[config.mk]
export PLATFORM = sky130hd
export DESIGN_NAME = ssb_top
export DESIGN_NICKNAME = d
export VERILOG_FILES = /design/src/design/ssb_pkg.sv /design/src/design/ssb_top.sv /design/src/design/ssb_clkdiv.sv /design/src/design/ssb_sck_edge.sv
export SDC_FILE = /design/constraint.sdc
export NUM_CORES = 1
export LEC_CHECK = 0
export BUFFER_PORTS_ARGS = -buffer_cell sky130_fd_sc_hd__buf_2
export CELL_PAD_IN_SITES_DETAIL_PLACEMENT = 0
export CELL_PAD_IN_SITES_GLOBAL_PLACEMENT = 2
export CORE_MARGIN = 8
export CORE_UTILIZATION = 40
export CTS_CLUSTER_DIAMETER = 150
export DETAILED_ROUTE_END_ITERATION = 16
export PLACE_DENSITY_LB_ADDON = 0.1
export SETUP_SLACK_MARGIN = 0.05
export SKIP_LAST_GASP = 1
export SLEW_MARGIN = 20
export SYNTH_ARGS = -nofsm -noshare
export SYNTH_HDL_FRONTEND = slang
export SYNTH_HIERARCHICAL = 1
export SYNTH_SLANG_ARGS = --single-unit
[constraint.sdc]
create_clock -name pclk -period 4.6 [get_ports pclk]
set_clock_uncertainty 0.15 [all_clocks]
set_input_delay 0.69 -clock pclk [delete_from_list [all_inputs] [get_ports pclk]]
set_output_delay 0.69 -clock pclk [all_outputs]
set_load 0.02 [all_outputs]
[src/design/ssb_pkg.sv]
// Constants for the buffered synchronous serial port.
// Assumes a single pclk domain and an APB register bus.
package ssb_pkg;
   // ----------------------------------------
   // Register indices (byte address = 4 * index)
   // ----------------------------------------
   localparam logic [11:0] IDX_BUF_BASE = 12'h0F90;
   localparam logic [11:0] IDX_CTRL1 = 12'h0F98;
   localparam logic [11:0] IDX_CTRL2 = 12'h0F99;
   localparam logic [11:0] IDX_STAT = 12'h0F9A;
   // ----------------------------------------
   // Field positions
   // ----------------------------------------
   localparam int C1_RUN_BIT = 7;
   localparam int C1_ABORT_BIT = 6;
   localparam int C1_MODE_LSB = 3;
   localparam int C1_CLK_LSB = 0;
   localparam int C2_CNT_LSB = 0;
   localparam int C2_WAIT_LSB = 3;
   localparam int C2_TAP_BIT = 7;
   localparam int ST_ACTIVE_BIT = 7;
   localparam int ST_SHIFT_BIT = 6;
   // ----------------------------------------
   // Reset values
   // ----------------------------------------
   localparam logic [7:0] C1_RESET = 8'h00;
   localparam logic [7:0] C2_RESET = 8'h00;
   localparam logic [7:0] BUF_RESET = 8'h00;
   // ----------------------------------------
   // Mode and clock codes
   // ----------------------------------------
   localparam logic [2:0] MODE_TX8 = 3'h0;
   localparam logic [2:0] MODE_TX4 = 3'h2;
   localparam logic [2:0] MODE_TRX8 = 3'h4;
   localparam logic [2:0] MODE_RX8 = 3'h5;
   localparam logic [2:0] MODE_RX4 = 3'h6;
   localparam logic [2:0] CLK_SLOWEST = 3'h0;
   localparam logic [2:0] CLK_FASTEST = 3'h5;
   localparam logic [2:0] CLK_RSVD = 3'h6;
   localparam logic [2:0] CLK_EXT = 3'h7;
   // ----------------------------------------
   // Divider exponents and counts
   // ----------------------------------------
   localparam logic [3:0] DIV_EXP_SLOWEST = 4'hD;
   localparam logic [3:0] DIV_EXP_OFFSET = 4'h9;
   localparam logic [3:0] LF_HALF_LAST = 4'hF;
   localparam logic [2:0] MIN_PULSE_CYC = 3'h4;
   localparam logic [6:0] HALF_TICKS_PER_WORD8 = 7'h10;
   localparam int BUF_DEPTH = 8;

   typedef enum logic [1:0] {ST_IDLE, ST_SHIFT, ST_FRAME} ssb_state_t;
endpackage

[src/design/ssb_top.sv]
// Buffered synchronous serial port with APB register access.
// Assumes one pclk domain; serial pins synchronous to pclk.
//
// The implementer's own choice: the APB register port.
`timescale 1ns/1ps
module ssb_top
   import ssb_pkg::*;
(
   input wire logic pclk,
   input wire logic presetn,
   input wire logic psel,
   input wire logic penable,
   input wire logic pwrite,
   input wire logic [15:0] paddr,
   input wire logic [31:0] pwdata,
   output logic [31:0] prdata,
   output logic pready,
   output logic pslverr,
   input wire logic slow_mode,
   input wire logic lf_clk,
   input wire logic si_i,
   output logic so_o,
   input wire logic sck_i,
   output logic sck_o,
   output logic sck_oe,
   output logic transfer_irq
);
   // ----------------------------------------
   // Declarations
   // ----------------------------------------
   logic [7:0] buf_ff [BUF_DEPTH];
   logic run_ff, abort_ff, tap_ff, active_ff, nxt_active, sck_ff, nxt_sck, so_ff, nxt_so;
   logic irq_ff, nxt_irq, abort_done, rx_store, half_tick, ext_fall, ext_rise;
   logic [2:0] mode_ff, clksel_ff, cnt_ff, word_ff, nxt_word, bit_ff, nxt_bit;
   logic [1:0] wait_ff;
   ssb_state_t state_ff, nxt_state;
   logic [7:0] tx_sh_ff, nxt_tx_sh, rx_sh_ff, nxt_rx_sh, rx_word, rx_full;
   logic [6:0] frame_ff, nxt_frame;
   logic [31:0] prdata_ff;

   // ----------------------------------------
   // APB decode
   // ----------------------------------------
   wire setup = psel & ~penable;
   wire access = psel & penable;
   wire wr = access & pwrite;
   wire [11:0] word_a = paddr[13:2];
   wire aligned = (paddr[1:0] == 2'h0) && (paddr[15:14] == 2'h0);
   wire hit_buf = aligned && (word_a[11:3] == IDX_BUF_BASE[11:3]);
   wire hit_c1 = aligned && (word_a == IDX_CTRL1);
   wire hit_c2 = aligned && (word_a == IDX_CTRL2);
   wire hit_st = aligned && (word_a == IDX_STAT);
   wire mapped = hit_buf | hit_c1 | hit_c2 | hit_st;
   wire [2:0] buf_sel = word_a[2:0];
   wire wr_c1 = wr & hit_c1;
   wire wr_c2 = wr & hit_c2;
   wire [7:0] status = {active_ff, state_ff == ST_SHIFT, 6'h00};
   // Control registers are write-only and read as zero
   wire [31:0] rd_mux = hit_buf ? {24'h0000_00, buf_ff[buf_sel]} :
                        hit_st ? {24'h0000_00, status} : 32'h0000_0000;

   assign pready = 1'b1;
   assign pslverr = access & ~mapped;
   assign prdata = prdata_ff;

   // ----------------------------------------
   // Mode and clock qualifiers
   // ----------------------------------------
   // mode decode
   wire mode_ok = (mode_ff == MODE_TX8) || (mode_ff == MODE_TX4) || (mode_ff == MODE_TRX8) ||
                  (mode_ff == MODE_RX8) || (mode_ff == MODE_RX4);
   wire is4 = mode_ff[1];
   wire tx_en = ~mode_ff[2] | (mode_ff == MODE_TRX8);
   wire rx_en = mode_ff[2];
   wire ext_sel = clksel_ff == CLK_EXT;
   wire fast_code = (clksel_ff != CLK_SLOWEST) && (clksel_ff <= CLK_FASTEST);
   wire clk_ok = (clksel_ff != CLK_RSVD) && !(slow_mode && fast_code);
   wire lf_sel = (clksel_ff == CLK_SLOWEST) && (tap_ff | slow_mode);
   wire [2:0] last_bit = is4 ? 3'h3 : 3'h7;
   // frame stretch only internal rx8 and trx8
   wire frame_en = (wait_ff != 2'h0) && !ext_sel && ((mode_ff == MODE_RX8) || (mode_ff == MODE_TRX8));
   wire [6:0] frame_len = 7'(((7'h01 << wait_ff) - 7'h01) * HALF_TICKS_PER_WORD8);
   wire fall_ev = ext_sel ? ext_fall : (half_tick & sck_ff);
   wire rise_ev = ext_sel ? ext_rise : (half_tick & ~sck_ff);

   assign so_o = so_ff;
   assign sck_o = sck_ff;
   assign sck_oe = ~ext_sel;
   assign transfer_irq = irq_ff;

   ssb_clkdiv u_div (
      .pclk(pclk),
      .presetn(presetn),
      .clear(state_ff == ST_IDLE),
      .clk_sel(clksel_ff),
      .lf_sel(lf_sel),
      .lf_clk(lf_clk),
      .half_tick(half_tick)
   );

   ssb_sck_edge u_edge (
      .pclk(pclk),
      .presetn(presetn),
      .sck_i(sck_i),
      .fall(ext_fall),
      .rise(ext_rise)
   );

   // ----------------------------------------
   // Control registers
   // ----------------------------------------
   always_ff @(posedge pclk or negedge presetn) begin
      if (!presetn) begin
         run_ff <= C1_RESET[C1_RUN_BIT];
         abort_ff <= C1_RESET[C1_ABORT_BIT];
         mode_ff <= C1_RESET[C1_MODE_LSB +: 3];
         clksel_ff <= C1_RESET[C1_CLK_LSB +: 3];
         cnt_ff <= C2_RESET[C2_CNT_LSB +: 3];
         wait_ff <= C2_RESET[C2_WAIT_LSB +: 2];
         tap_ff <= C2_RESET[C2_TAP_BIT];
         prdata_ff <= 32'h0000_0000;
      end else begin
         if (setup) prdata_ff <= rd_mux;
         if (wr_c1) begin
            run_ff <= pwdata[C1_RUN_BIT];
            mode_ff <= pwdata[C1_MODE_LSB +: 3];
            clksel_ff <= pwdata[C1_CLK_LSB +: 3];
         end
         abort_ff <= (wr_c1 & pwdata[C1_ABORT_BIT]) | (abort_ff & ~abort_done);
         if (wr_c2) begin
            cnt_ff <= pwdata[C2_CNT_LSB +: 3];
            wait_ff <= pwdata[C2_WAIT_LSB +: 2];
            tap_ff <= pwdata[C2_TAP_BIT];
         end
      end
   end

   // ----------------------------------------
   // Data buffer
   // ----------------------------------------
   // Receive store beats a bus write to the same entry
   for (genvar g = 0; g < BUF_DEPTH; g++) begin : g_buf
      wire wr_bus = wr & hit_buf & (buf_sel == 3'(g));
      wire wr_rx = rx_store & (word_ff == 3'(g));
      always_ff @(posedge pclk or negedge presetn) begin
         if (!presetn) buf_ff[g] <= BUF_RESET;
         else if (wr_rx) buf_ff[g] <= rx_word;
         else if (wr_bus) buf_ff[g] <= pwdata[7:0];
      end
   end

   // ----------------------------------------
   // Transfer engine
   // ----------------------------------------
   // lsb first, rx enters at the top
   assign rx_full = {si_i, rx_sh_ff[7:1]};
   // nibble modes zero the upper half
   assign rx_word = is4 ? {4'h0, rx_full[7:4]} : rx_full;

   always_comb begin
      nxt_state = state_ff;
      nxt_active = active_ff;
      nxt_word = word_ff;
      nxt_bit = bit_ff;
      nxt_sck = sck_ff;
      nxt_so = so_ff;
      nxt_tx_sh = tx_sh_ff;
      nxt_rx_sh = rx_sh_ff;
      nxt_frame = frame_ff;
      nxt_irq = 1'b0;
      abort_done = 1'b0;
      rx_store = 1'b0;
      case (state_ff)
         ST_IDLE: begin
            nxt_sck = 1'b1;
            nxt_so = 1'b1;
            abort_done = abort_ff;
            if (run_ff && !abort_ff && mode_ok && clk_ok) begin
               nxt_state = ST_SHIFT;
               nxt_active = 1'b1;
               nxt_word = 3'h0;
               nxt_bit = 3'h0;
               nxt_tx_sh = buf_ff[0];
            end
         end
         ST_SHIFT: begin
            if (abort_ff) begin
               nxt_state = ST_IDLE;
               nxt_active = 1'b0;
               nxt_sck = 1'b1;
               nxt_so = 1'b1;
               abort_done = 1'b1;
            end else if (fall_ev) begin
               nxt_sck = 1'b0;
               nxt_so = tx_en ? tx_sh_ff[0] : 1'b1;
               nxt_tx_sh = {1'b0, tx_sh_ff[7:1]};
            end else if (rise_ev) begin
               nxt_sck = 1'b1;
               nxt_rx_sh = rx_full;
               nxt_bit = 3'(bit_ff + 3'h1);
               if (bit_ff == last_bit) begin
                  nxt_bit = 3'h0;
                  rx_store = rx_en;
                  if (word_ff == cnt_ff) begin
                     nxt_irq = 1'b1;
                     nxt_word = 3'h0;
                     nxt_tx_sh = buf_ff[0];
                     if (!run_ff) begin
                        nxt_state = ST_IDLE;
                        nxt_active = 1'b0;
                     end else if (frame_en) begin
                        nxt_state = ST_FRAME;
                        nxt_frame = frame_len;
                     end
                  end else begin
                     nxt_word = 3'(word_ff + 3'h1);
                     nxt_tx_sh = buf_ff[3'(word_ff + 3'h1)];
                     if (frame_en) begin
                        nxt_state = ST_FRAME;
                        nxt_frame = frame_len;
                     end
                  end
               end
            end
         end
         ST_FRAME: begin
            if (abort_ff) begin
               nxt_state = ST_IDLE;
               nxt_active = 1'b0;
               nxt_so = 1'b1;
               abort_done = 1'b1;
            end else if (half_tick) begin
               nxt_frame = 7'(frame_ff - 7'h01);
               if (frame_ff == 7'h01) nxt_state = ST_SHIFT;
            end
         end
         default: begin
            nxt_state = ST_IDLE;
            nxt_active = 1'b0;
         end
      endcase
   end

   always_ff @(posedge pclk or negedge presetn) begin
      if (!presetn) begin
         state_ff <= ST_IDLE;
         active_ff <= 1'b0;
         word_ff <= 3'h0;
         bit_ff <= 3'h0;
         sck_ff <= 1'b1;
         so_ff <= 1'b1;
         tx_sh_ff <= 8'h00;
         rx_sh_ff <= 8'h00;
         frame_ff <= 7'h00;
         irq_ff <= 1'b0;
      end else begin
         state_ff <= nxt_state;
         active_ff <= nxt_active;
         word_ff <= nxt_word;
         bit_ff <= nxt_bit;
         sck_ff <= nxt_sck;
         so_ff <= nxt_so;
         tx_sh_ff <= nxt_tx_sh;
         rx_sh_ff <= nxt_rx_sh;
         frame_ff <= nxt_frame;
         irq_ff <= nxt_irq;
      end
   end
endmodule // ssb_top

[src/design/ssb_clkdiv.sv]
// Serial clock divider: half-period ticks from pclk or the low-frequency clock.
// Assumes lf_clk is a level synchronous to pclk.
`timescale 1ns/1ps
module ssb_clkdiv
   import ssb_pkg::*;
(
   input wire logic pclk,
   input wire logic presetn,
   input wire logic clear,
   input wire logic [2:0] clk_sel,
   input wire logic lf_sel,
   input wire logic lf_clk,
   output logic half_tick
);
   logic [12:0] cnt_ff;
   logic [3:0] lf_cnt_ff;
   logic lf_q_ff;
   logic [3:0] div_exp;
   logic [12:0] mask;
   logic lf_rise;
   logic fc_tick;
   logic lf_tick;

   // ----------------------------------------
   // Tap selection
   // ----------------------------------------
   // fc taps
   assign div_exp = (clk_sel == CLK_SLOWEST) ? DIV_EXP_SLOWEST : 4'(DIV_EXP_OFFSET - {1'b0, clk_sel});
   assign mask = 13'((14'h0001 << (div_exp - 4'h1)) - 14'h0001);
   assign fc_tick = (cnt_ff & mask) == mask;
   assign lf_rise = lf_clk & ~lf_q_ff;
   assign lf_tick = lf_rise & (lf_cnt_ff == LF_HALF_LAST);
   assign half_tick = lf_sel ? lf_tick : fc_tick;

   always_ff @(posedge pclk or negedge presetn) begin
      if (!presetn) begin
         cnt_ff <= 13'h0000;
         lf_cnt_ff <= 4'h0;
         lf_q_ff <= 1'b0;
      end else begin
         lf_q_ff <= lf_clk;
         cnt_ff <= clear ? 13'h0000 : 13'(cnt_ff + 13'h0001);
         if (clear) lf_cnt_ff <= 4'h0;
         else if (lf_rise) lf_cnt_ff <= 4'(lf_cnt_ff + 4'h1);
      end
   end
endmodule // ssb_clkdiv

[src/design/ssb_sck_edge.sv]
// Edge detector for an external serial clock with a minimum pulse filter.
// Assumes sck_i is synchronous to pclk; idle level is high.
`timescale 1ns/1ps
module ssb_sck_edge
   import ssb_pkg::*;
(
   input wire logic pclk,
   input wire logic presetn,
   input wire logic sck_i,
   output logic fall,
   output logic rise
);
   logic lvl_ff;
   logic [2:0] cnt_ff;
   logic flip;

   assign flip = (sck_i != lvl_ff) && (cnt_ff == 3'(MIN_PULSE_CYC - 3'h1));
   assign fall = flip & lvl_ff;
   assign rise = flip & ~lvl_ff;

   always_ff @(posedge pclk or negedge presetn) begin
      if (!presetn) begin
         lvl_ff <= 1'b1;
         cnt_ff <= 3'h0;
      end else begin
         if (flip) lvl_ff <= sck_i;
         cnt_ff <= (sck_i != lvl_ff && !flip) ? 3'(cnt_ff + 3'h1) : 3'h0;
      end
   end
endmodule // ssb_sck_edge

==> flow_metrics.env, run 1 <==
export IMPL_seq_area_frac_synth=0.3922
export IMPL_worstSetupPathType="flop to flop"
export IMPL_drtIter0Drc=432
export IMPL_synthFlopType="dfrtp_1"
export IMPL_synthSimpleGateAreaFrac=0.1367
export IMPL_layout_drive_gt1_share=0.2274
export IMPL_yosys_top_cells_count="mux2i_1, dfrtp_1, mux4_2"
export IMPL_track_usage=0.1875
export IMPL_setup_tns_ns=0
export IMPL_ant_nets=0
export IMPL_critPathArrivalTime_ns=4.42
export IMPL_antenna_diode_count=0
export IMPL_ys_warnings_count=6
export IMPL_routed_wl_um=25530
export IMPL_insertion_delay_ns=0.42
export IMPL_grt_util_met2=0.3143
export IMPL_yosysTopAreaCellShare=0.3835
export IMPL_post_cts_buffers=0
export IMPL_fillers=2084
export IMPL_grt_pass1_wl_um=40620
export IMPL_grt_max_degree=96
export IMPL_outcome="completed"
export IMPL_crit_path_end_kind="flop"
export IMPL_grt_pass1_vias=6918
export IMPL_clockBufferDepth=2
export IMPL_rsz0062_at_grt="no"
export IMPL_synth_distinct_cells=76
export IMPL_port_buffers=45
export IMPL_synth_xor_area_frac=0.01931
export IMPL_synth_most_common_cell="mux2i_1"
export IMPL_min_period_ns=4.229
export IMPL_synth_area_leaders="dfrtp_1, mux2i_1, mux4_2, ha_1, mux2_2"
export IMPL_grt_use_met1=0.2451
export IMPL_drv_cap=0
export IMPL_crit_slowest_cell="dfrtp_1"
export IMPL_power_density_nw_per_um2=291.6
export IMPL_die_area_um2=27750
export IMPL_synth_edf_count=0
export IMPL_top_usage_layer="met2"
export IMPL_routed_via_density=5.745
export IMPL_syn_to_final_growth_pct=12.46
export IMPL_cts_tree="yes"
export IMPL_wire_per_inst_um=22.26
export IMPL_setup_viol=0
export IMPL_h_tree_depth=4
export IMPL_cts_buffers=17
export IMPL_via_count=6590
export IMPL_initial_core_util=0.4043
export IMPL_fmax_mhz=236.5
export IMPL_fin_cells=1147
export IMPL_path_delay_family="simple AND/OR/NAND/NOR gates"
export IMPL_numClockSinks=142
export IMPL_worst_path_buf_inv=5
export IMPL_cp_max_fo=11
export IMPL_cpMostUsedCell="buf_4"
export IMPL_hold_class="primary input to asynchronous set/reset pin"
export IMPL_synth_top_family_by_area="multiplexers"
export IMPL_crit_chain="inv_1 > ha_1 > nor2_8 > nand3_1 > ha_1 > nand3b_1 > or3_1 > a31o_2 > nand4_1 > o21ai_2 > buf_4 > nand2_1 > o21ai_0 > buf_4 > nor4_4 > buf_4 > and2_1 > buf_4 > mux2i_1"
export IMPL_overflow=0
export IMPL_ioPinCount=95
export IMPL_finalHoldViolations=0
export IMPL_synth_compound_area_frac=0.07532
export IMPL_grtUsageMet3=0.02742
export IMPL_total_leakage_power_nw=4.817
export IMPL_antenna_found_initial=0
export IMPL_die_height_um=166.6
export IMPL_async_flop_share=1.000
export IMPL_worst_ir_drop_vdd_v=0.0002809
export IMPL_coreArea_um2=22430
export IMPL_firstDrtPassIters=4
export IMPL_synth_fa_ha_area_frac=0.03311
export IMPL_place_hpwl_um=17780
export IMPL_synth_avg_cell_area_um2=11.23
export IMPL_yosysTopAreaCell="dfrtp_1"
export IMPL_fp_dieW_um=166.6
export IMPL_slew_headroom=0.3455
export IMPL_drcViolationCount=0
export IMPL_post_cts_resized=0
export IMPL_place_inst=1115
export IMPL_synth_area_um2=9070
export IMPL_synth_mux_area_frac=0.2850
export IMPL_core_rowCount=55
export IMPL_root_buffer="clkbuf_16"
export IMPL_required_ns=4.79
export IMPL_netlist_instances=808
export IMPL_slowest_delay_ns=0.37
export IMPL_ys_ff_latch=142
export IMPL_clkTransAtPathRegs_ns=0.06
export IMPL_fin_crit_sh=0.9193
export IMPL_finalMaxSlewViolations=0
export IMPL_worstMarginPinSlew_ns=0.9745
export IMPL_hold_buffers=0
export IMPL_gp_congestion=0.8069
export IMPL_final_nets=930
export IMPL_crit_path_start_kind="flop"
[layout by cell type (no fill, tap or decap), types with 6 or more instances in the layout]
master     netlist  final
xor2_1          12     12
a21oi_1         11     11
nor3_1          19     19
buf_4           28     27
o21ai_0         25     25
nor2_1          30     30
nor4_1           6      6
dfrtp_1        139    139
nor2b_1         13     12
inv_1           28     28
nand4_1         13     13
nand2b_1        10     10
xnor2_1          8      8
clkbuf_16        0     17
nand3_1         16     16
nand3b_1         6      6
ha_1            24     24
buf_2            9     44
nand2_1         31     31
conb_1           2     25
mux2i_1        157    157
mux2_2          26     26
and3_1          12     12
inv_6            0      6
or3_1            7      7
a2111oi_0        8      7
mux4_2          32     32
[final cells by class]
type	count	area [µm²]	share of cell area
inverter	30	112.6	0.01104
clock inverter	14	155.1	0.01521
sequential	142	3557	0.3487
multi-input combinational	583	5095	0.4995
tap	285	356.6	0.03496
timing repair buffer	75	494.2	0.04845
clock buffer	18	429.2	0.04208
[stage by stage]
step           cell area, µm²  total power, W  utilization  setup WS, ns  hold WS [ns]
3_5_place_dp             9604        0.001605       0.4281        0.2956        0.3106
4_1_cts                 10190        0.003013       0.4542        0.2540        0.2212
6_report                10200        0.002974       0.4547        0.3714        0.1633
2_1_floorplan            9156        0.001530            -        0.3569        0.2444
3_3_place_gp             9604        0.001591       0.4281        0.3141        0.2761
5_1_grt                 10200        0.003099       0.4547       0.09369        0.2170
[routing by layer]
layer / wire length, µm / vias to the layer above
li1: - / 3047
met1: 11750 / 3396
met2: 12520 / 117
met3: 669 / 30
met4: 597 / 0
met5: 0 / -
[final timing paths]
check                           slack (ns)  cells after the start               end        startpoint
worst max-delay path                  0.37                     19        buf_ff[32]      clksel_ff[1]
min in group pclk                     0.23                      1     u_div/lf_q_ff            lf_clk
worst min-delay path                  0.16                      1  u_div/cnt_ff[11]           presetn
worst max register to register        0.37                     19        buf_ff[32]      clksel_ff[1]
worst min register to register        0.31                      1  u_edge/cnt_ff[0]  u_edge/cnt_ff[0]
max in group asynchronous             3.11                      2              so_o           presetn
[power breakdown]
group / switching (W) / leakage [nW] / internal [W]
Clock: 0.000586 / 0.282 / 0.000809
Sequential: 0.0000390 / 1.86 / 0.00131
Combinational: 0.000149 / 2.68 / 0.0000855
[sequential cells by signal, indices dropped and copies added, names as in the netlist, 2 cells and up]
signal / flops
u_div/lf_cnt_ff: 4
bit_ff: 3
tx_sh_ff: 8
u_div/cnt_ff: 13
frame_ff: 7
state_ff: 2
cnt_ff: 3
clksel_ff: 3
mode_ff: 3
prdata: 8
buf_ff: 64
word_ff: 3
wait_ff: 2
rx_sh_ff: 7
u_edge/cnt_ff: 3
[cell families after synthesis]
kind of cell	after synthesis
AO/OA/AOI/OAI	97
XOR/XNOR	20
adder cells (fa/ha/maj)	24
buffers and inverters	106
flip-flops	142
multiplexers	215
other	2
AND/OR/NAND/NOR	202
No activity file was read; power rests on OpenSTA's default activity.
==> inputs of run 2 (changes only) <==
Settings changed: MAX_ROUTING_LAYER from default to met4.
==> run 2 against run 1 <==
Power about the same. Highest routed layer unchanged. Wire length unchanged. Critical path type unchanged. Critical path depth down 2. Core utilization unchanged. Die area unchanged. Sequential power about the same.
==> flow_metrics.env, run 2 (synthesis results as in run 1) <==
export IMPL_layout_drive_gt1_share=0.2274
export IMPL_cts_tree="yes"
export IMPL_finalMaxSlewViolations=0
export IMPL_h_tree_depth=4
export IMPL_final_nets=930
export IMPL_reg2reg_depth=17
export IMPL_die_area_um2=27750
export IMPL_route_met2_wl_um=12550
export IMPL_grt_pass1_wl_um=40620
export IMPL_initial_core_util=0.4043
export IMPL_power_density_nw_per_um2=291.6
export IMPL_cp_startpoint="clksel_ff[1]"
export IMPL_rrSetupSlack_ns=0.37
export IMPL_largest_register="buf_ff"
export IMPL_clockBufferDepth=2
export IMPL_worst_ir_drop_vdd_v=0.0002810
export IMPL_pre_cts_ws_ns=0.2956
export IMPL_firstDrtPassIters=5
export IMPL_required_ns=4.79
export IMPL_clkTransAtPathRegs_ns=0.07
export IMPL_antenna_diode_count=0
export IMPL_setup_tns_ns=0
export IMPL_top_layer_used="met4"
export IMPL_m1WireLength_um=11660
export IMPL_setup_slack_ns=0.3717
export IMPL_insertion_delay_ns=0.42
export IMPL_drtIter0Drc=412
export IMPL_finalHoldViolations=0
export IMPL_r2r_start="clksel_ff[1]"
export IMPL_drv_cap=0
export IMPL_core_rowCount=55
export IMPL_cts_buffers=17
export IMPL_hold_class="primary input to asynchronous set/reset pin"
export IMPL_worstSetupPathType="flop to flop"
export IMPL_hold_buffers=0
export IMPL_ant_nets=0
export IMPL_critPathArrivalTime_ns=4.41
export IMPL_cp_max_fo=8
export IMPL_via_count=6604
export IMPL_largest_reg_flops=64
export IMPL_setup_viol=0
export IMPL_total_leakage_power_nw=4.817
export IMPL_fin_crit_sh=0.9192
export IMPL_wl_met3_um=699
export IMPL_grt_pass1_vias=6924
export IMPL_worstMarginPinSlew_ns=0.9665
export IMPL_root_buffer="clkbuf_16"
export IMPL_seq_area_um2=3557
export IMPL_crit_path_end_kind="flop"
export IMPL_drcViolationCount=0
export IMPL_r2r_end="buf_ff[32]"
export IMPL_fillers=2084
export IMPL_crit_path_start_kind="flop"
export IMPL_outcome="completed"
export IMPL_multi_input_comb_area_um2=5095
export IMPL_routed_via_density=5.758
export IMPL_overflow=0
export IMPL_die_height_um=166.6
export IMPL_gp_congestion=0.8187
export IMPL_place_hpwl_um=17780
export IMPL_coreArea_um2=22430
export IMPL_ioPinCount=95
export IMPL_grt_max_degree=96
export IMPL_stdcell_area_um2=10200
export IMPL_placedInstanceArea_um2=9604
export IMPL_slew_headroom=0.3509
export IMPL_syn_to_final_growth_pct=12.46
export IMPL_final_common_cell="mux2i_1"
export IMPL_rsz0062_at_grt="no"
export IMPL_hold_ws_ns=0.1649
export IMPL_antenna_found_initial=0
export IMPL_numClockSinks=142
export IMPL_fmax_mhz=236.5
export IMPL_min_period_ns=4.228
export IMPL_routed_wl_um=25530
export IMPL_wire_per_inst_um=22.26
export IMPL_top_regs="buf_ff x64, u_div/cnt_ff x13"
export IMPL_track_usage=0.1927
export IMPL_final_cell_mix="mux2i_1, dfrtp_1, buf_2"
export IMPL_port_buffers=45
export IMPL_fp_dieW_um=166.6
## run 2: cell counts in the layout (fill, tap and decap cells not counted)
Identical to the previous run, type by type.
## run 2: where the power goes
part	leakage (nW)	switching, W	internal (W)	total (W)
clock network	0.282	0.000586	0.000809	0.00140
registers	1.86	0.0000387	0.00131	0.00134
logic	2.68	0.000150	0.0000855	0.000235
## run 2: through the flow
step | power, W | instances | util
global route | 0.003096 | 1147 | 0.4547
global placement | 0.001591 | 1115 | 0.4281
finish | 0.002974 | 1147 | 0.4547
CTS | 0.003013 | 1147 | 0.4542
floorplan | 0.001530 | 831 | -
detailed placement | 0.001605 | 1115 | 0.4281
## run 2: timing repair
| item | in CTS | in global routing |
|---|---|---|
| hold endpoints to repair | 0 | 0 |
| buffers inserted | 0 | 0 |
| gates resized for setup | 0 | 3 |
| setup endpoints to repair | 0 | 26 |
## run 2: per-layer routing
layer  track usage  vias to the layer above
met3       0.02577                       31
li1              -                     3046
met4       0.06345                        0
met2        0.3141                      128
met5             -                        -
met1        0.2452                     3399
## run 2: layout make-up
type,instances,share of cell area
inverters,30,0.01104
multi-input cells,583,0.4995
well taps,285,0.03496
repair buffers,75,0.04845
clock buffers,18,0.04208
clock inverters,14,0.01521
flip-flops and latches,142,0.3487
## run 2: how the worst max path moves through the flow
stage | to | slack [ns] | depth (start not counted)
2_1_floorplan | buf_ff[0] | 0.36 | 17
3_3_place_gp | buf_ff[56] | 0.31 | 16
3_5_place_dp | buf_ff[58] | 0.30 | 16
4_1_cts | buf_ff[56] | 0.25 | 16
5_1_grt | tx_sh_ff[0] | 0.09 | 17
6_report | buf_ff[32] | 0.37 | 17
## run 2: critical path, stage by stage, from the launching register on
cell,delay [ns]
dfrtp_1,0.37
inv_1,0.15
ha_1,0.32
nor2_8,0.16
nand3_1,0.11
ha_1,0.31
o22ai_1,0.07
or3_1,0.30
a2111oi_1,0.35
nand4_1,0.17
o21ai_2,0.20
nor2b_2,0.19
mux2i_1,0.14
nor4_4,0.29
buf_4,0.23
and2_1,0.16
buf_4,0.24
mux2i_1,0.21
